**src/ifp_consts.svh**
```systemverilog
// Purpose: register indices, reset values, masks and field positions of the flag and priority block
// Assumes: byte address on the bus is four times the register index
// Notes: definitions only
`ifndef IFP_CONSTS_SVH
`define IFP_CONSTS_SVH

// register indices
`define IFP_IDX_SEL1   8'h34
`define IFP_IDX_SEL2   8'h35
`define IFP_IDX_SEL3   8'h36
`define IFP_IDX_SEL4   8'h37
`define IFP_IDX_SEL5   8'h38
`define IFP_IDX_CON1   8'h39
`define IFP_IDX_CON2   8'h3A
`define IFP_IDX_EN0    8'hA8
`define IFP_IDX_PSTAT  8'hAE
`define IFP_IDX_PRI0   8'hB8
`define IFP_IDX_CFLG   8'hC0
`define IFP_IDX_EXSTAT 8'hC7
`define IFP_IDX_FLG2   8'hE1
`define IFP_IDX_EN1    8'hE6
`define IFP_IDX_EN2    8'hE7
`define IFP_IDX_FLG1   8'hF1
`define IFP_IDX_PRI2   8'hF4
`define IFP_IDX_PRI1   8'hF6

// reset values of registers that do not reset to zero
`define IFP_RST_SEL1   8'h10
`define IFP_RST_CON1   8'h55
`define IFP_RST_CON2   8'h01

// implemented bits, the rest read as zero
`define IFP_MSK_SEL3   8'h80
`define IFP_MSK_SEL5   8'h7F
`define IFP_MSK_CON2   8'h07
`define IFP_MSK_EN0    8'h8F
`define IFP_MSK_PRI0   8'h0F
`define IFP_MSK_CFLG   8'h0F
`define IFP_MSK_GRP1   8'hFC
`define IFP_MSK_PSTAT  8'h7B

// field positions
`define IFP_BIT_GLOBAL 7
`define IFP_BIT_G4EDGE 2
`define IFP_BIT_T3ST   6
`define IFP_BIT_P8ST   5
`define IFP_BIT_WDTST  4
`define IFP_BIT_LTST   3
`define IFP_BIT_SEGST  1
`define IFP_BIT_DOTST  0

// trigger field codes
`define IFP_TRIG_FALL  2'h1
`define IFP_TRIG_RISE  2'h2

// number of sources in query order
`define IFP_NSRC       18
`endif

```
**src/ifp_pkg.sv**
```systemverilog
// Purpose: types of the flag and priority block
// Assumes: used together with ifp_consts.svh
// Notes: event and clear pulses travel as packed structs
package ifp_pkg;
    // one-cycle source events from peripherals
    typedef struct packed {
        logic timer0;
        logic timer1;
        logic i2c;
        logic adc;
        logic touch_counter;
        logic watchdog;
        logic long_timer;
        logic segment_display;
        logic dot_matrix;
        logic serial_port_2;
        logic low_voltage_detector;
        logic uart0;
        logic uart1;
        logic timer3;
        logic spi;
    } ifp_evt_t;

    // side-effect clears from writes to registers of other blocks
    typedef struct packed {
        logic watchdog_control_reg_wr;
        logic long_timer_config_reg_wr;
        logic scan_start_wr;
    } ifp_clr_t;

    // request presented to the core
    typedef struct packed {
        logic       req;
        logic       high;
        logic [4:0] src;
    } ifp_req_t;

    typedef enum logic [0:0] {
        IFP_G4_WAIT_IDLE = 1'b0,
        IFP_G4_ARMED     = 1'b1
    } ifp_g4_state_t;
endpackage : ifp_pkg

```
**src/ifp_top.sv**
```systemverilog
// Purpose: interrupt flags, enables, priorities and external pin triggers behind an APB slave
// Assumes: pins and events synchronous inputs to clk, events are one-cycle pulses
// Notes: zero-wait-state APB answer, unmapped index answers with pslverr
//
// Register access over APB is this design's own decision.
`timescale 1ns/1ps
`include "ifp_consts.svh"

module ifp_top
    import ifp_pkg::*;
(
    input  wire logic        clk,
    input  wire logic        sys_rst,
    input  wire logic        psel,
    input  wire logic        penable,
    input  wire logic        pwrite,
    input  wire logic [11:0] paddr,
    input  wire logic [31:0] pwdata,
    output logic      [31:0] prdata,
    output logic             pready,
    output logic             pslverr,
    input  wire ifp_evt_t    evt,
    input  wire ifp_clr_t    side_clr,
    input  wire logic [8:0]  g0_pin,
    input  wire logic [2:0]  ext_pin,
    input  wire logic [15:0] g4_pin,
    output ifp_req_t         core_req
);

    // trigger match for a two-bit field
    function automatic logic trig_hit(input logic [1:0] code, input logic rise, input logic fall);
        if (code == `IFP_TRIG_FALL) begin
            return fall;
        end else if (code == `IFP_TRIG_RISE) begin
            return rise;
        end
        return rise | fall;
    endfunction : trig_hit

    // index of lowest set bit, query order lsb first
    function automatic logic [4:0] first_set(input logic [`IFP_NSRC-1:0] v);
        logic [4:0] idx;
        idx = 5'h0;
        for (int i = `IFP_NSRC - 1; i >= 0; i--) begin
            if (v[i]) begin
                idx = 5'(i);
            end
        end
        return idx;
    endfunction : first_set

    logic [7:0]  sel1_r, sel2_r, sel3_r, sel4_r, sel5_r, con1_r, con2_r;
    logic [7:0]  en0_r, en1_r, en2_r, pri0_r, pri1_r, pri2_r;
    logic [7:0]  pstat_r, exstat_r, flg1_r, flg2_r, cflg_r;
    logic [7:0]  sel1_nxt, sel2_nxt, sel3_nxt, sel4_nxt, sel5_nxt, con1_nxt, con2_nxt;
    logic [7:0]  en0_nxt, en1_nxt, en2_nxt, pri0_nxt, pri1_nxt, pri2_nxt;
    logic [7:0]  pstat_nxt, exstat_nxt, flg1_nxt, flg2_nxt, cflg_nxt;
    logic [27:0] sync1_r, sync2_r, prev_r;
    logic [27:0] rise, fall;
    logic [7:0]  g0_hit;
    logic        p8_hit, ext1_hit, ext2_hit, ext3_hit, g4_hit;
    logic [15:0] g4_sel, g4_edge;
    logic        g4_idle;
    ifp_g4_state_t g4_state_r, g4_state_nxt;
    logic        wr_ok, idx_ok;
    logic [7:0]  idx, wd;
    logic [31:0] prdata_nxt;
    logic        pready_nxt, pslverr_nxt;
    logic [`IFP_NSRC-1:0] pend, prio, pend_hi;
    ifp_req_t    req_nxt;

    // two-stage synchroniser then previous sample for edges
    always_ff @(posedge clk or posedge sys_rst) begin
        if (sys_rst) begin
            sync1_r <= 28'h000_0000;
            sync2_r <= 28'h000_0000;
            prev_r  <= 28'h000_0000;
        end else begin
            sync1_r <= {g4_pin, ext_pin, g0_pin};
            sync2_r <= sync1_r;
            prev_r  <= sync2_r;
        end
    end
    assign rise = sync2_r & ~prev_r;
    assign fall = ~sync2_r & prev_r;

    // group-0 pins 0..7 share one trigger field, pin 8 and the ext pins each have their own
    for (genvar i = 0; i < 8; i++) begin : g_g0
        assign g0_hit[i] = sel2_r[i] & trig_hit(con2_r[1:0], rise[i], fall[i]);
    end
    assign p8_hit   = sel1_r[0] & trig_hit(con1_r[1:0], rise[8], fall[8]);
    assign ext1_hit = sel1_r[1] & trig_hit(con1_r[3:2], rise[9], fall[9]);
    assign ext2_hit = sel1_r[2] & trig_hit(con1_r[5:4], rise[10], fall[10]);
    assign ext3_hit = sel1_r[3] & trig_hit(con1_r[7:6], rise[11], fall[11]);

    // group-4 pins 7..22 in one vector
    assign g4_sel  = {sel5_r[6:0], sel4_r, sel3_r[7]};
    assign g4_edge = con2_r[`IFP_BIT_G4EDGE] ? rise[27:12] : fall[27:12];
    assign g4_idle = &(~g4_sel | (con2_r[`IFP_BIT_G4EDGE] ? ~sync2_r[27:12] : sync2_r[27:12]));

    // group-4 arbiter: one trigger, then wait for all selected pins idle
    always_comb begin
        g4_state_nxt = g4_state_r;
        g4_hit       = 1'b0;
        case (g4_state_r)
            IFP_G4_ARMED: begin
                if (|(g4_sel & g4_edge)) begin
                    g4_hit       = 1'b1;
                    g4_state_nxt = IFP_G4_WAIT_IDLE;
                end
            end
            IFP_G4_WAIT_IDLE: begin
                if (g4_idle) begin
                    g4_state_nxt = IFP_G4_ARMED;
                end
            end
            default: g4_state_nxt = IFP_G4_WAIT_IDLE;
        endcase
    end
    always_ff @(posedge clk or posedge sys_rst) begin
        if (sys_rst) begin
            g4_state_r <= IFP_G4_WAIT_IDLE;
        end else begin
            g4_state_r <= g4_state_nxt;
        end
    end

    // bus decode
    assign idx    = paddr[9:2];
    assign wd     = pwdata[7:0];
    assign idx_ok = (paddr[1:0] == 2'h0) && (paddr[11:10] == 2'h0) &&
                    (idx inside {`IFP_IDX_SEL1, `IFP_IDX_SEL2, `IFP_IDX_SEL3, `IFP_IDX_SEL4, `IFP_IDX_SEL5,
                                 `IFP_IDX_CON1, `IFP_IDX_CON2, `IFP_IDX_EN0, `IFP_IDX_PSTAT, `IFP_IDX_PRI0,
                                 `IFP_IDX_CFLG, `IFP_IDX_EXSTAT, `IFP_IDX_FLG2, `IFP_IDX_EN1, `IFP_IDX_EN2,
                                 `IFP_IDX_FLG1, `IFP_IDX_PRI2, `IFP_IDX_PRI1});
    assign wr_ok  = psel & penable & pready & pwrite & idx_ok;

    // register and flag next values, hardware set wins over any clear
    always_comb begin
        sel1_nxt = (wr_ok && idx == `IFP_IDX_SEL1) ? wd : sel1_r;
        sel2_nxt = (wr_ok && idx == `IFP_IDX_SEL2) ? wd : sel2_r;
        sel3_nxt = (wr_ok && idx == `IFP_IDX_SEL3) ? (wd & `IFP_MSK_SEL3) : sel3_r;
        sel4_nxt = (wr_ok && idx == `IFP_IDX_SEL4) ? wd : sel4_r;
        sel5_nxt = (wr_ok && idx == `IFP_IDX_SEL5) ? (wd & `IFP_MSK_SEL5) : sel5_r;
        con1_nxt = (wr_ok && idx == `IFP_IDX_CON1) ? wd : con1_r;
        con2_nxt = (wr_ok && idx == `IFP_IDX_CON2) ? (wd & `IFP_MSK_CON2) : con2_r;
        en0_nxt  = (wr_ok && idx == `IFP_IDX_EN0) ? (wd & `IFP_MSK_EN0) : en0_r;
        en1_nxt  = (wr_ok && idx == `IFP_IDX_EN1) ? (wd & `IFP_MSK_GRP1) : en1_r;
        en2_nxt  = (wr_ok && idx == `IFP_IDX_EN2) ? wd : en2_r;
        pri0_nxt = (wr_ok && idx == `IFP_IDX_PRI0) ? (wd & `IFP_MSK_PRI0) : pri0_r;
        pri1_nxt = (wr_ok && idx == `IFP_IDX_PRI1) ? (wd & `IFP_MSK_GRP1) : pri1_r;
        pri2_nxt = (wr_ok && idx == `IFP_IDX_PRI2) ? wd : pri2_r;

        // status flags: write 0 clears, writing 1 keeps
        pstat_nxt = pstat_r;
        if (wr_ok && idx == `IFP_IDX_PSTAT) begin
            pstat_nxt = pstat_r & wd;
        end
        if (side_clr.watchdog_control_reg_wr) begin
            pstat_nxt[`IFP_BIT_WDTST] = 1'b0;
        end
        if (side_clr.long_timer_config_reg_wr) begin
            pstat_nxt[`IFP_BIT_LTST] = 1'b0;
        end
        if (side_clr.scan_start_wr) begin
            pstat_nxt[`IFP_BIT_SEGST] = 1'b0;
            pstat_nxt[`IFP_BIT_DOTST] = 1'b0;
        end
        if (!sel1_r[0]) begin
            pstat_nxt[`IFP_BIT_P8ST] = 1'b0;
        end
        pstat_nxt[`IFP_BIT_T3ST]  = pstat_nxt[`IFP_BIT_T3ST]  | evt.timer3;
        pstat_nxt[`IFP_BIT_P8ST]  = pstat_nxt[`IFP_BIT_P8ST]  | p8_hit;
        pstat_nxt[`IFP_BIT_WDTST] = pstat_nxt[`IFP_BIT_WDTST] | evt.watchdog;
        pstat_nxt[`IFP_BIT_LTST]  = pstat_nxt[`IFP_BIT_LTST]  | evt.long_timer;
        pstat_nxt[`IFP_BIT_SEGST] = pstat_nxt[`IFP_BIT_SEGST] | evt.segment_display;
        pstat_nxt[`IFP_BIT_DOTST] = pstat_nxt[`IFP_BIT_DOTST] | evt.dot_matrix;

        // group-0 pin flags, held clear while deselected
        exstat_nxt = ((wr_ok && idx == `IFP_IDX_EXSTAT) ? (exstat_r & wd) : exstat_r) & sel2_r;
        exstat_nxt = exstat_nxt | g0_hit;

        // grouped request flags
        flg1_nxt = (wr_ok && idx == `IFP_IDX_FLG1) ? (wd & `IFP_MSK_GRP1) : flg1_r;
        flg1_nxt = flg1_nxt | {evt.watchdog | evt.long_timer,
                               evt.segment_display | evt.dot_matrix,
                               evt.touch_counter, evt.adc, evt.i2c, ext2_hit, 2'b00};
        flg2_nxt = (wr_ok && idx == `IFP_IDX_FLG2) ? wd : flg2_r;
        flg2_nxt = flg2_nxt | {g4_hit, ext3_hit, evt.spi, evt.timer3, evt.uart1, evt.uart0,
                               evt.low_voltage_detector, evt.serial_port_2};
        cflg_nxt = (wr_ok && idx == `IFP_IDX_CFLG) ? (wd & `IFP_MSK_CFLG) : cflg_r;
        cflg_nxt = cflg_nxt | {4'h0, evt.timer1, ext1_hit, evt.timer0, (|g0_hit) | p8_hit};
    end

    // register bank
    always_ff @(posedge clk or posedge sys_rst) begin
        if (sys_rst) begin
            sel1_r   <= `IFP_RST_SEL1;
            sel2_r   <= 8'h00;
            sel3_r   <= 8'h00;
            sel4_r   <= 8'h00;
            sel5_r   <= 8'h00;
            con1_r   <= `IFP_RST_CON1;
            con2_r   <= `IFP_RST_CON2;
            en0_r    <= 8'h00;
            en1_r    <= 8'h00;
            en2_r    <= 8'h00;
            pri0_r   <= 8'h00;
            pri1_r   <= 8'h00;
            pri2_r   <= 8'h00;
            pstat_r  <= 8'h00;
            exstat_r <= 8'h00;
            flg1_r   <= 8'h00;
            flg2_r   <= 8'h00;
            cflg_r   <= 8'h00;
        end else begin
            sel1_r   <= sel1_nxt;
            sel2_r   <= sel2_nxt;
            sel3_r   <= sel3_nxt;
            sel4_r   <= sel4_nxt;
            sel5_r   <= sel5_nxt;
            con1_r   <= con1_nxt;
            con2_r   <= con2_nxt;
            en0_r    <= en0_nxt;
            en1_r    <= en1_nxt;
            en2_r    <= en2_nxt;
            pri0_r   <= pri0_nxt;
            pri1_r   <= pri1_nxt;
            pri2_r   <= pri2_nxt;
            pstat_r  <= pstat_nxt;
            exstat_r <= exstat_nxt;
            flg1_r   <= flg1_nxt;
            flg2_r   <= flg2_nxt;
            cflg_r   <= cflg_nxt;
        end
    end

    // pending sources in query order, masked by global enable
    always_comb begin
        pend    = {flg2_r & en2_r, flg1_r[7:2] & en1_r[7:2], cflg_r[3:0] & en0_r[3:0]};
        pend    = en0_r[`IFP_BIT_GLOBAL] ? pend : '0;
        prio    = {pri2_r, pri1_r[7:2], pri0_r[3:0]};
        pend_hi = pend & prio;
        req_nxt.req  = |pend;
        req_nxt.high = |pend_hi;
        req_nxt.src  = (|pend_hi) ? first_set(pend_hi) : first_set(pend);
    end
    always_ff @(posedge clk or posedge sys_rst) begin
        if (sys_rst) begin
            core_req <= '0;
        end else begin
            core_req <= req_nxt;
        end
    end

    // apb answer one cycle after the setup phase
    always_comb begin
        pready_nxt  = psel & ~penable;
        pslverr_nxt = psel & ~penable & ~idx_ok;
        prdata_nxt  = 32'h0000_0000;
        if (psel && !penable && !pwrite) begin
            case (idx)
                `IFP_IDX_SEL1:   prdata_nxt[7:0] = sel1_r;
                `IFP_IDX_SEL2:   prdata_nxt[7:0] = sel2_r;
                `IFP_IDX_SEL3:   prdata_nxt[7:0] = sel3_r;
                `IFP_IDX_SEL4:   prdata_nxt[7:0] = sel4_r;
                `IFP_IDX_SEL5:   prdata_nxt[7:0] = sel5_r;
                `IFP_IDX_CON1:   prdata_nxt[7:0] = con1_r;
                `IFP_IDX_CON2:   prdata_nxt[7:0] = con2_r;
                `IFP_IDX_EN0:    prdata_nxt[7:0] = en0_r;
                `IFP_IDX_PSTAT:  prdata_nxt[7:0] = pstat_r & `IFP_MSK_PSTAT;
                `IFP_IDX_PRI0:   prdata_nxt[7:0] = pri0_r;
                `IFP_IDX_CFLG:   prdata_nxt[7:0] = cflg_r;
                `IFP_IDX_EXSTAT: prdata_nxt[7:0] = exstat_r;
                `IFP_IDX_FLG2:   prdata_nxt[7:0] = flg2_r;
                `IFP_IDX_EN1:    prdata_nxt[7:0] = en1_r;
                `IFP_IDX_EN2:    prdata_nxt[7:0] = en2_r;
                `IFP_IDX_FLG1:   prdata_nxt[7:0] = flg1_r;
                `IFP_IDX_PRI2:   prdata_nxt[7:0] = pri2_r;
                `IFP_IDX_PRI1:   prdata_nxt[7:0] = pri1_r;
                default:         prdata_nxt[7:0] = 8'h00;
            endcase
            if (paddr[1:0] != 2'h0 || paddr[11:10] != 2'h0) begin
                prdata_nxt = 32'h0000_0000;
            end
        end
    end
    always_ff @(posedge clk or posedge sys_rst) begin
        if (sys_rst) begin
            prdata  <= 32'h0000_0000;
            pready  <= 1'b0;
            pslverr <= 1'b0;
        end else begin
            prdata  <= prdata_nxt;
            pready  <= pready_nxt;
            pslverr <= pslverr_nxt;
        end
    end
endmodule : ifp_top

```
**config.mk**
```make
export PLATFORM = sky130hd
export DESIGN_NAME = ifp_top
export DESIGN_NICKNAME = d
export VERILOG_FILES = /design/src/ifp_pkg.sv /design/src/ifp_top.sv
export VERILOG_INCLUDE_DIRS = /design/src /design/src/src
export SDC_FILE = /design/constraint.sdc
export NUM_CORES = 1
export LEC_CHECK = 0
export ABC_AREA = 1
export ABC_CLOCK_PERIOD_IN_PS = 6750
export BUFFER_PORTS_ARGS = -buffer_cell sky130_fd_sc_hd__buf_2
export CAP_MARGIN = 20
export CORE_MARGIN = 2
export CORE_UTILIZATION = 45
export DETAILED_ROUTE_END_ITERATION = 7
export PLACE_DENSITY = 0.74
export SYNTH_ARGS = -nofsm -noshare
export SYNTH_HDL_FRONTEND = slang
export SYNTH_SLANG_ARGS = --single-unit
```
**constraint.sdc**
```tcl
create_clock -name clk -period 6.75 [get_ports clk]
set_input_delay 1.35 -clock clk [delete_from_list [all_inputs] [get_ports clk]]
set_output_delay 1.35 -clock clk [all_outputs]
set_load 0.05 [all_outputs]
```
# [Word level (Yosys, flattened, before mapping)]
# Index checks and enable logic that the tools add are counted.
[op_classes] n_reduce_logical=35 bitwise_logic=61 mux=103 eq_ne=28
[op_table] op="two-way mux 5 bit" count=37
[op_table] op="case mux 8 bit (18 select lines)" count=1
[op_table] op="== test 8 bit (second input constant)" count=11
[op_table] op="bitwise AND 28 bit" count=2
[op_table] op="== test 8 x 6 -> 1 bit (second input constant)" count=7
[op_table] op="NOT 28 bit" count=2
[op_table] op="two-way mux 1 bit" count=53
[op_table] op="two-way mux 8 bit" count=5
[op_table] op="OR reduction 18 bit" count=2
[op_table] op="bitwise AND 8 bit" count=4
[op_table] op="two-way mux 16 bit" count=2
[op_table] op="two-way mux 32 bit" count=1
[op_table] op="NOT 16 bit" count=2
[op_table] op="OR 8 bit" count=3
[op_table] op="logical AND 1 bit" count=22
[op_table] op="OR 1 bit" count=21
[op_table] op="bitwise AND 1 bit" count=18
[op_table] op="bitwise AND 18 bit" count=1
[op_table] op="two-way mux 18 bit" count=1
[op_table] op="nonzero test 18 bit" count=1
[op_table] op="bitwise AND 16 bit" count=1
[op_table] op="OR 16 bit" count=1
[op_table] op="AND reduction 16 bit" count=1
[op_table] op="OR reduction 16 bit" count=1
[op_table] op="14 further kinds" count=27
[word_totals] out_inout_bits=41 wordCells=256 regBits=246

# [Longest topological paths before layout]
# Gate-level depths: netlist (run 1).
[depth] word_depth=22 mapped_depth=21

# [Least setup slack after synthesis (run 1)]
# OpenSTA, ideal clock, no wires.
[synth_path] kind="input to register" startpoint="input port paddr[3]" endpoint="register en2_r[1]" setup_slack_ns=3.659 n_path_buf=2 path_stages=12 arrival_ns=2.965 setup_ns=0.126 path_cell_list="inv_2 nand2_1 nor3_1 nand2_1 nand4_1 nor2_1 a21oi_4 nand2_2 buf_6 nor2_2 buf_2 o21ai_0"
[synth_via] elab_chain_len=5 elab_cells_between_ends=22 classes_between="eq/ne (18); bitwise (1); reduce/logical (3)"
[synth_lines] item="from (decl)" line_no="ifp_top.sv:17" text="input wire logic [11:0] paddr,"
[synth_lines] item="== test 8 x 6 -> 1 bit or == test 8 bit (tied branches)" line_no="ifp_top.sv:132" text="(idx inside {`IFP_IDX_SEL1, `IFP_IDX_SEL2, `IFP_IDX_SEL3, `IFP_IDX_SEL4, `IFP_IDX_SEL5,"
[synth_lines] item="nonzero test 18 bit" line_no="ifp_top.sv:132"
[synth_lines] item="logical AND 1 bit" line_no="ifp_top.sv:131" text="assign idx_ok = (paddr[1:0] == 2'h0) && (paddr[11:10] == 2'h0) &&"
[synth_lines] item="bitwise AND 1 bit" line_no="ifp_top.sv:136" text="assign wr_ok = psel & penable & pready & pwrite & idx_ok;"
[synth_lines] item="logical AND 1 bit (no source line) (*)"
[synth_lines] item="to (signal assigned)" line_no="ifp_top.sv:226" text="en2_r <= en2_nxt;"
[synth_lines] item="to (decl)" line_no="ifp_top.sv:53" text="logic [7:0] en0_r, en1_r, en2_r, pri0_r, pri1_r, pri2_r;"
# Every way passes the cells marked *; elsewhere a longest branch is shown, timed or not.
# A chain may end at the register's enable or synchronous reset.

# [Final worst setup path (run 1)]
[layout_path] startpoint="input port paddr[3]" endpoint="register sel2_r[7]"
[layout_via] elab_chain_len=5 elab_cells_between_ends=22 classes_between="eq/ne (18); bitwise (1); reduce/logical (3)"
[layout_lines] item="== test 8 x 6 -> 1 bit or == test 8 bit (tied branches)" line_no="ifp_top.sv:132"
[layout_lines] item="nonzero test 18 bit" line_no="ifp_top.sv:132"
[layout_lines] item="logical AND 1 bit" line_no="ifp_top.sv:131"
[layout_lines] item="bitwise AND 1 bit" line_no="ifp_top.sv:136"
[layout_lines] item="logical AND 1 bit (no source line) (*)"
[layout_lines] item="to (signal assigned)" line_no="ifp_top.sv:218" text="sel2_r <= sel2_nxt;"
[layout_lines] item="to (decl)" line_no="ifp_top.sv:52" text="logic [7:0] sel1_r, sel2_r, sel3_r, sel4_r, sel5_r, con1_r, con2_r;"
# Marked as above.

==> results by group, run 1 <==
Final layout
  – Post-Layout Cell Count: 1499
  – P&R area growth vs syn: 13.9%
  – Final Instance Area: 0.0114 mm2
  – Register area: 0.00536 mm2
  – Layout cells sized above 1: 0.141
  – Filler cells: 2046
  – Multi-input gate area in the final layout: 0.00373 mm2
  – Antenna diode count: 0
  – Nets: 1326

Yosys
  – Synth Area per Inst: 8.92 um2
  – Top cells by count, synth: 214 x nand2_1, 208 x dfrtp_1, 168 x inv_1
  – Most frequent cell after synthesis: nand2_1
  – Top-area cell type share of the netlist area: 0.521
  – Seq/Total Area, Yosys: 0.536
  – Synth area leaders: dfrtp_1 52%, nand2_1 8.0%, o21ai_0 6.6%
  – Synth warn: 0
  – Post-synth ARST share: 1.00
  – Cells after Synth: 1120
  – Yosys top cell by area: dfrtp_1
  – Top FF cell, synth: dfrtp_1
  – Flops & latches, synth: 214
  – Number of enable flip-flop cells after synthesis: 0
  – Distinct cells, synth: 45
  – Syn Std Cell Area: 0.0100 mm2

Critical path
  – CP max stage cell: nor2_2
  – WP data arrival: 4.40 ns
  – CP max stage delay: 0.73 ns
  – Worst r2r src: con2_r[2]
  – Reg2reg setup slack: 3.71 ns
  – Crit-path max FO: 31
  – Reg-to-reg endpoint: flg2_r[7]
  – Worst Path Required: 7.17 ns
  – Critical Path End: sel2_r[7]
  – Crit path cell chain: buf_2 -> nor2_1 -> nand2_1 -> inv_1 -> nand3_1 -> nand4_1 -> nor2_1 -> a21oi_4 -> nand2_2 -> nor2_2 -> nand2_1 -> o21a_1
  – Critical path launch point: paddr[3]
  – CP startpoint kind: input port
  – WS Path Type: input port to flop
  – R2R cell count: 8
  – Crit end category: flop

Timing
  – Slew Limit Fails: 0
  – Worst clock skew: 0.0263 ns
  – RSZ-0062 raised after global routing: no
  – Max-Slew Margin vs Limit: 0.286
  – Worst slew pin tran: 1.07 ns
  – Final Cycle Share: 0.590
  – Worst Setup Slack, final: 2.77 ns
  – Setup violators final: 0
  – Setup tns final: 0 ns
  – Hold Fails Final Rpt: 0
  – FMAX: 0.251 GHz
  – Min Tclk post-route: 3.98 ns

Placed design
  – DPL Wire Length: 20.1 mm
  – RePlAce Congestion: 0.943
  – # port buffers: 87
  – Place WS: 2.33 ns
  – Placed insts: 1456
  – Dpl cell area: 0.0106 mm2

Floorplanning
  – Die area: 0.0234 mm2
  – Initial Util: 0.458
  – # rows: 54
  – Die Y: 153 um
  – Core ar.: 0.0218 mm2
  – Die extent in x: 153 um
  – Io pins: 136

Clocking
  – Reg clk slew, reported paths: 0.06 ns
  – Root Buffer: clkbuf_16
  – Number of setup buffers added after CTS: 0
  – Clock buffer depth: 3
  – CTS tree: built
  – Worst-Skew Late Latency: 0.53 ns
  – Max H-tree Level: 1
  – CTS resizes: 0
  – Sink Count: 214
  – CTS buffer count: 24
  – Hold-fix buffers, CTS: 0

Drt
  – Initial DRC Count: 761
  – Drt pass-1 iters: 5
  – Drt drc: 0
  – Post-route ant nets: 0
  – DR vias: 8310
  – WL/cell: 18.6 um
  – Final wirelength: 27.8 mm
  – Detail-routed via count per cell: 5.54

Global routing
  – Pin count of the biggest net entering global routing: 196
  – Total Routing Usage GR: 0.239
  – First-pass GRT wire length: 44.2 mm
  – Vias in the first global route: 8104
  – Grt total ovfl: 0
  – Initial antenna violation count: 0

Run
  – Max cap viols: 0

Pwr
  – Peak supply drop: 0.220 mV
  – Pwr dens: 247 mW/mm2
  – Leakage: 5.74 nW
  – Total Power: 0.00281 W

Status
  – Outcome: complete, no violations

Worst hold path
  – Worst Hold Class: flop to flop
where the power goes:
group          total, W  internal [W]  switching, W
sequential      0.00133       0.00131     0.0000154
clock           0.00133      0.000800      0.000531
combinational  0.000151     0.0000380      0.000113
total           0.00281       0.00215      0.000659
worst max-delay path, delay by kind of cell:
kind            cells  cell delay, ns
buf+inv             2            0.24
compound gates      2            0.39
simple gates        8            2.40
worst min-delay path by stage:
stage / to / from / depth (start not counted)
after detailed placement: sync2_r[12] / sync1_r[12] / 0
after floorplan: sync2_r[0] / sync1_r[0] / 0
after global routing: sync2_r[7] / sync1_r[7] / 0
after CTS: sync2_r[17] / sync1_r[17] / 0
final: sync2_r[17] / sync1_r[17] / 0
after global placement: sync2_r[12] / sync1_r[12] / 0
layout make-up:
| class | count | area share |
|---|---|---|
| tap | 280 | 0.0308 |
| clock inverter | 9 | 0.0105 |
| multi-input combinational | 697 | 0.328 |
| inverter | 177 | 0.0587 |
| timing repair buffer | 88 | 0.0400 |
| clock buffer | 34 | 0.0613 |
| sequential | 214 | 0.471 |
metal layers:
metal | vias up | GRT usage | share of wire
li1 | 3828 | - | -
met1 | 4041 | 0.332 | 0.42
met2 | 388 | 0.377 | 0.46
met3 | 53 | 0.0400 | 0.083
met4 | 0 | 0.0926 | 0.043
met5 | - | 0 | 0
layout by cell type (no fill, tap or decap), types with 4 or more instances in the layout:
cell / instances
nand2_1: 214
dfrtp_1: 208
inv_1: 167
o21ai_0: 132
buf_2: 87
a21oi_1: 50
nor2_1: 44
o22ai_1: 29
ha_1: 29
nor3_1: 27
conb_1: 24
clkbuf_16: 24
nand3_1: 23
nand4_1: 16
o211ai_1: 11
a221oi_1: 11
a31oi_1: 10
mux2_2: 9
o21ai_1: 9
nor2_2: 9
inv_2: 7
clkbuf_8: 6
dfstp_2: 6
o21a_1: 5
nor2_4: 5
nor4_1: 5
o21bai_1: 4
a41oi_1: 4
clkbuf_1: 4
metrics by stage:
step                 util  hold slack (ns)
floorplan               -            0.331
global placement    0.484            0.331
detailed placement  0.484            0.335
CTS                 0.522            0.348
global route        0.522            0.356
finish              0.522            0.346
registers in the layout (all words and copies together), names as in the netlist, 7 cells and up:
signal	flops
prev_r	28
sync1_r	28
sync2_r	28
con1_r	8
en2_r	8
exstat_r	8
flg2_r	8
prdata	8
pri2_r	8
sel1_r	8
sel2_r	8
sel4_r	8
core_req	7
sel5_r	7
logic make-up (layout without fill, tap and decap cells):
kind of cell / after synthesis / count (layout) / synth area share
AO/OA/AOI/OAI: 281 / 281 / 0.163
buffers and inverters: 232 / 308 / 0.0988
AND/OR/NAND/NOR: 354 / 354 / 0.155
other: 1 / 24 / 0.000375
flip-flops: 214 / 214 / 0.536
multiplexers: 9 / 9 / 0.0101
adder cells (fa/ha/maj): 29 / 29 / 0.0363
Note: power is estimated with default switching activity, not from simulation.
==> inputs of run 2 (changes only) <==
--- a/config.mk
+++ b/config.mk
@@ -6,14 +6,14 @@
 export SDC_FILE = /design/constraint.sdc
 export NUM_CORES = 1
 export LEC_CHECK = 0
-export ABC_AREA = 1
-export ABC_CLOCK_PERIOD_IN_PS = 6750
+export ABC_AREA = 0
+export ABC_CLOCK_PERIOD_IN_PS = 4000
 export BUFFER_PORTS_ARGS = -buffer_cell sky130_fd_sc_hd__buf_2
 export CAP_MARGIN = 20
 export CORE_MARGIN = 2
 export CORE_UTILIZATION = 45
 export DETAILED_ROUTE_END_ITERATION = 7
-export PLACE_DENSITY = 0.74
+export PLACE_DENSITY = 0.72
 export SYNTH_ARGS = -nofsm -noshare
 export SYNTH_HDL_FRONTEND = slang
 export SYNTH_SLANG_ARGS = --single-unit
==> constraint.sdc (replaced) <==
create_clock -name clk -period 4 [get_ports clk]
set_input_delay 0.8 -clock clk [delete_from_list [all_inputs] [get_ports clk]]
set_output_delay 0.8 -clock clk [all_outputs]
set_load 0.05 [all_outputs]
==> run 2 against run 1 <==
Net effect: worst hold slack hardly changed; sequential power is 68% higher; global-route usage is 0.22 points lower; clock-buffer cell count is 1 higher; flip-flop and latch count stayed put; clock skew is 0.014 ns lower; worst setup slack worse by 1.6 ns; via count is 5.0% lower; cell count is 11% lower; critical path type unchanged; highest routed layer is now met5.
==> results by group, run 2 <==
Clocking
  – CTS resizes: 0
  – CTS tree: built
  – Root Buffer: clkbuf_16
  – Clock buffer depth: 3
  – Sink Count: 214
  – Worst-Skew Late Latency: 0.53 ns
  – Max H-tree Level: 1
  – Number of setup buffers added after CTS: 0
  – Reg clk slew, reported paths: 0.06 ns
  – Hold-fix buffers, CTS: 0
  – CTS buffer count: 24

Drt
  – Final wirelength: 28.4 mm
  – Drt pass-1 iters: 5
  – WL/cell: 21.3 um
  – Post-route ant nets: 0
  – Drt drc: 0
  – Initial DRC Count: 638
  – Detail-routed via count per cell: 5.91
  – DR vias: 7898

Global routing
  – Grt peak-use layer: met2
  – Grt met2 use: 0.361
  – Pin count of the biggest net entering global routing: 63
  – Met3 global-route usage: 0.0432
  – Initial antenna violation count: 1
  – Met1 Usage GRT: 0.339
  – Total Routing Usage GR: 0.237
  – Grt total ovfl: 0
  – First-pass GRT wire length: 44.3 mm
  – Vias in the first global route: 7823

Worst hold path
  – Min-Delay Endpoint: sync2_r[24]
  – Hold Crit Depth: 0
  – Worst Hold Class: flop to flop
  – Worst hold start: sync1_r[24]

Yosys
  – Syn Std Cell Area: 0.0105 mm2
  – Number of enable flip-flop cells after synthesis: 0
  – Distinct cells, synth: 74
  – Top FF cell, synth: dfrtp_1
  – Synth Area per Inst: 11.1 um2
  – Post-synth ARST share: 1.00
  – Flops & latches, synth: 214
  – Seq/Total Area, Yosys: 0.512
  – Top-area cell type share of the netlist area: 0.497
  – Most frequent cell after synthesis: dfrtp_1
  – Synth warn: 0
  – Synth area leaders: dfrtp_1 50%, mux2_2 9.4%, ha_1 3.5%
  – Yosys top cell by area: dfrtp_1
  – Cells after Synth: 945
  – Top cells by count, synth: 208 x dfrtp_1, 91 x nand2_1, 87 x mux2_2

Placed design
  – DPL Wire Length: 20.6 mm
  – # port buffers: 87
  – RePlAce Congestion: 0.933
  – Place WS: 0.711 ns
  – Dpl cell area: 0.0111 mm2

Floorplanning
  – Initial Util: 0.461
  – Io pins: 136
  – Core ar.: 0.0227 mm2
  – # rows: 55
  – Die extent in x: 157 um
  – Die Y: 157 um
  – Die area: 0.0245 mm2

Final layout
  – P&R area growth vs syn: 14.5%
  – Layout cells sized above 1: 0.249
  – Nets: 1158
  – Regs by FF count: prev_r x28, sync1_r x28, sync2_r x28
  – Antenna diode count: 0
  – Most common cell after layout, fill and taps aside: dfrtp_1
  – Filler cells: 1997
  – Final Instance Area: 0.0120 mm2
  – Most frequent cells in the layout: 208 x dfrtp_1, 91 x nand2_1, 87 x mux2_2, 87 x buf_2, 44 x o21ai_0

Pwr
  – Leakage: 5.53 nW
  – Peak supply drop: 0.366 mV
  – Pwr dens: 398 mW/mm2

Timing
  – Hold Fails Final Rpt: 0
  – Final Cycle Share: 0.706
  – Max-Slew Margin vs Limit: 0.285
  – Min Tclk post-route: 2.82 ns
  – Slew Limit Fails: 0
  – FMAX: 0.354 GHz
  – RSZ-0062 raised after global routing: no
  – Worst Setup Slack, final: 1.18 ns
  – Setup violators final: 0
  – Setup tns final: 0 ns
  – Worst slew pin tran: 1.07 ns
  – Worst clock skew: 0.0128 ns

Critical path
  – CP startpoint kind: input port
  – Crit end category: flop
  – Crit-path max FO: 17
  – Reg-to-reg endpoint: cflg_r[0]
  – WP data arrival: 3.21 ns
  – Reg2reg setup slack: 1.40 ns
  – WS Path Type: input port to flop
  – Worst Path Required: 4.39 ns
  – R2R cell count: 6
  – Worst r2r src: con2_r[0]

Run
  – Max cap viols: 0

Status
  – Outcome: complete, no violations
## run 2: cell types whose count changed in the layout (fill, tap and decap cells not counted), sizes merged, moves of 19 or more
cell and delta:
a21oi -27, a22oi +19, nor2 -23, o21ai -97, mux2i +19, inv -132, nor2b +19, o22ai -24
mux2 +79, nand2 -123
## run 2: critical path: stages
cell      delay (ns)
buf_2           0.24
nor4bb_2        0.32
buf_4           0.23
and3b_1         0.28
and2_1          0.34
mux2_1          0.44
or4b_1          0.55
## run 2: area by class of cell
type	instances	area, um2	area share
Clock inverter	9	90.1	0.00751
Tap cell	285	357	0.0297
Sequential cell	214	5360	0.447
Multi-Input combinational cell	647	4670	0.390
Clock buffer	35	732	0.0610
Timing Repair Buffer	105	616	0.0513
Inverter	42	161	0.0135
## run 2: worst max path at each step
stage	slack, ns	depth (start not counted)	startpoint	endpoint
5_1_grt	1.07	7	paddr[6]	prdata[4]
4_1_cts	1.26	7	paddr[6]	cflg_r[0]
3_5_place_dp	0.71	7	paddr[6]	cflg_r[0]
2_1_floorplan	0.42	1	sys_rst	cflg_r[0]
6_report	1.18	7	paddr[6]	cflg_r[0]
3_3_place_gp	0.71	7	paddr[6]	prdata[6]
## run 2: cells by family (layout without fill, tap and decap cells)
logic type	Yosys count	after routing	synth area share
mux	107	107	0.113
buf+inv	107	191	0.0496
simple gates	289	289	0.157
flops	214	214	0.512
other cells	1	24	0.000358
compound gates	189	189	0.126
fa+ha+maj	29	29	0.0347
xor+xnor	9	9	0.00753
## run 2: where the power goes
group	internal (W)	leakage (nW)	switching (W)	total [W]
sequential	0.00221	2.61	0.0000298	0.00224
combinational	0.0000855	2.52	0.000213	0.000299
clock	0.00134	0.404	0.000895	0.00223
## run 2: metrics by stage
stage / hold WS (ns) / power (W) / util / cells
floorplan: 0.331 / 0.00249 / - / 968
global placement: 0.332 / 0.00257 / 0.491 / 1292
detailed placement: 0.335 / 0.00258 / 0.491 / 1292
CTS: 0.348 / 0.00480 / 0.527 / 1336
global route: 0.354 / 0.00494 / 0.528 / 1337
finish: 0.346 / 0.00477 / 0.528 / 1337
## run 2: metal layers
layer / vias up / routed length (um)
met5: - / 7
met4: 2 / 1100
met3: 74 / 2230
met2: 336 / 12600
met1: 3918 / 12600
li1: 3568 / -
==> inputs of run 3 (changes only) <==
--- a/config.mk
+++ b/config.mk
@@ -7,7 +7,7 @@
 export NUM_CORES = 1
 export LEC_CHECK = 0
 export ABC_AREA = 0
-export ABC_CLOCK_PERIOD_IN_PS = 4000
+export ABC_CLOCK_PERIOD_IN_PS = 2720
 export BUFFER_PORTS_ARGS = -buffer_cell sky130_fd_sc_hd__buf_2
 export CAP_MARGIN = 20
 export CORE_MARGIN = 2
==> constraint.sdc (replaced) <==
create_clock -name clk -period 2.72 [get_ports clk]
set_input_delay 0.544 -clock clk [delete_from_list [all_inputs] [get_ports clk]]
set_output_delay 0.544 -clock clk [all_outputs]
set_load 0.05 [all_outputs]
==> run 3 against run 2 <==
Net effect: worst setup slack got worse by 0.82 ns; power rose by 45%; clock skew rose by 0.00063 ns; register-to-register slack got worse by 1.0 ns; sequential power rose by 47%; combinational power rose by 51%; global-route usage barely moved; die area did not move; first-iteration DRC count rose by 0.78%; sequential share of layout area fell by 1.1 points; via count rose by 2.1%; wire length rose by 0.22%.
==> results by group, run 3 (synthesis results as in run 2) <==
Timing
  – Setup violators final: 0
  – FMAX: 0.423 GHz
  – Worst clock skew: 0.0134 ns
  – Min Tclk post-route: 2.37 ns
  – Worst Setup Slack, final: 0.353 ns
  – RSZ-0062 raised after global routing: no
  – Worst slew pin tran: 0.942 ns
  – Final Cycle Share: 0.870
  – Max-Slew Margin vs Limit: 0.372
  – Slew Limit Fails: 0
  – Hold Fails Final Rpt: 0

Global routing
  – Vias in the first global route: 7911
  – Total Routing Usage GR: 0.236
  – First-pass GRT wire length: 44.5 mm
  – Grt total ovfl: 0
  – Initial antenna violation count: 2
  – Pin count of the biggest net entering global routing: 82

Clocking
  – Reg clk slew, reported paths: 0.06 ns
  – Number of setup buffers added after CTS: 0
  – Root Buffer: clkbuf_16
  – Sink Count: 214
  – CTS tree: built
  – Worst-Skew Late Latency: 0.53 ns
  – Clock buffer depth: 3
  – Max H-tree Level: 1
  – CTS buffer count: 24

Final layout
  – Nets: 1197
  – Register area: 0.00536 mm2
  – Final Instance Area: 0.0123 mm2
  – Most common cell after layout, fill and taps aside: dfrtp_1
  – Most frequent cells in the layout: 208 x dfrtp_1, 91 x nand2_1, 87 x mux2_2, 87 x buf_2, 49 x buf_4
  – P&R area growth vs syn: 17.5%
  – Antenna diode count: 0
  – Multi-input gate area in the final layout: 0.00467 mm2
  – Layout cells sized above 1: 0.273
  – Filler cells: 1954
  – Regs by FF count: prev_r x28, sync1_r x28, sync2_r x28

Critical path
  – Crit end category: flop
  – CP max stage cell: dfstp_2
  – Crit-path max FO: 9
  – Buf+Inv Stages, Crit Path: 1
  – Crit path cell chain: ha_1 -> buf_4 -> mux2_2 -> o21ai_0 -> o221ai_1 -> or4b_1
  – WP data arrival: 2.76 ns
  – Largest delay share family, worst path: flip-flops
  – WS Path Type: flop to flop
  – CP startpoint kind: flop
  – CP max stage delay: 0.55 ns
  – Worst Path Required: 3.11 ns

Drt
  – Detail-routed via count per cell: 5.86
  – DR vias: 8065
  – Drt pass-1 iters: 5
  – WL/cell: 20.7 um
  – Post-route ant nets: 0
  – Initial DRC Count: 643
  – Final wirelength: 28.5 mm
  – Drt drc: 0

Floorplanning
  – Initial Util: 0.461
  – Io pins: 136
  – Core ar.: 0.0227 mm2
  – Die Y: 157 um
  – Die area: 0.0245 mm2
  – # rows: 55
  – Die extent in x: 157 um

Pwr
  – Clock power frac: 0.459
  – Switch Pwr: 0.00166 W
  – Peak supply drop: 0.499 mV
  – Combinational share of power: 0.065
  – Pwr dens: 564 mW/mm2
  – Leakage: 5.72 nW
  – Flop pwr share: 0.476
  – Total internal power: 0.00528 W
  – Sw Ratio: 0.240

Placed design
  – # port buffers: 87
  – DPL Wire Length: 20.9 mm
  – Place WS: 0.0943 ns
  – RePlAce Congestion: 0.967
  – Dpl cell area: 0.0115 mm2

Run
  – Max cap viols: 0

Worst hold path
  – Worst Hold Class: input port to flop

Status
  – Outcome: complete, no violations
[run 3: cell types whose count changed in the layout (fill, tap and decap cells not counted), sizes merged]
cell | previous run | this run
buf | 105 | 143
clkbuf | 35 | 34
clkinv | 5 | 6
dlygate4sd3 | 0 | 1
inv | 42 | 41
clkinvlp | 3 | 4
[run 3: worst paths after layout]
check                      slack, ns         from     endpoint  depth (start not counted)
setup / recovery                0.35    con2_r[0]    cflg_r[0]                          6
setup reg to reg                0.35    con2_r[0]    cflg_r[0]                          6
hold reg to reg                 0.34  sync1_r[23]  sync2_r[23]                          0
min in group asynchronous       0.49      sys_rst  sync1_r[15]                          3
hold / removal                  0.12    g0_pin[7]   sync1_r[7]                          1
max in group asynchronous       1.52      sys_rst  sync2_r[10]                          4
[run 3: per-layer routing]
layer / global-route usage / wire length [um]
met1: 0.336 / 12600
met2: 0.372 / 12800
met3: 0.0396 / 2130
met5: 0 / 7
met4: 0.0712 / 980
[run 3: power by group through the flow]
stage / Sequential (W) / Clock [W] / Combinational (W)
global route: 0.00331 / 0.00338 / 0.000497
detailed placement: 0.00336 / 0 / 0.000448
floorplan: 0.00335 / 0 / 0.000307
global placement: 0.00335 / 0 / 0.000441
finish: 0.00330 / 0.00319 / 0.000451
CTS: 0.00330 / 0.00326 / 0.000452
[run 3: worst register-to-register path, stage by stage (launching register included)]
cell and delay, ns:
dfstp_2 0.55, ha_1 0.18, buf_4 0.18, mux2_2 0.34
o21ai_0 0.31, o221ai_1 0.18, or4b_1 0.50
[run 3: layout make-up]
type / count / share of cell area
sequential: 214 / 0.436
multi-input combinational: 647 / 0.380
timing repair buffer: 144 / 0.0775
clock buffer: 34 / 0.0568
tap: 285 / 0.0290
inverter: 42 / 0.0131
clock inverter: 10 / 0.00763
[run 3: through the flow]
stage	power [W]	std cells	util	setup TNS [ns]	hold slack [ns]
floorplan	0.00366	968	-	-125.48	0.331
global placement	0.00379	1331	0.506	0	0.331
detailed placement	0.00381	1331	0.506	0	0.335
CTS	0.00701	1376	0.542	0	0.104
global route	0.00719	1376	0.542	0	0.104
finish	0.00694	1376	0.542	0	0.116
[run 3: repair_timing]
item,CTS,global route
hold buffers,1,0
endpoints found under the hold margin,4,0
endpoints found under the setup margin,0,0
gates resized for setup,0,0
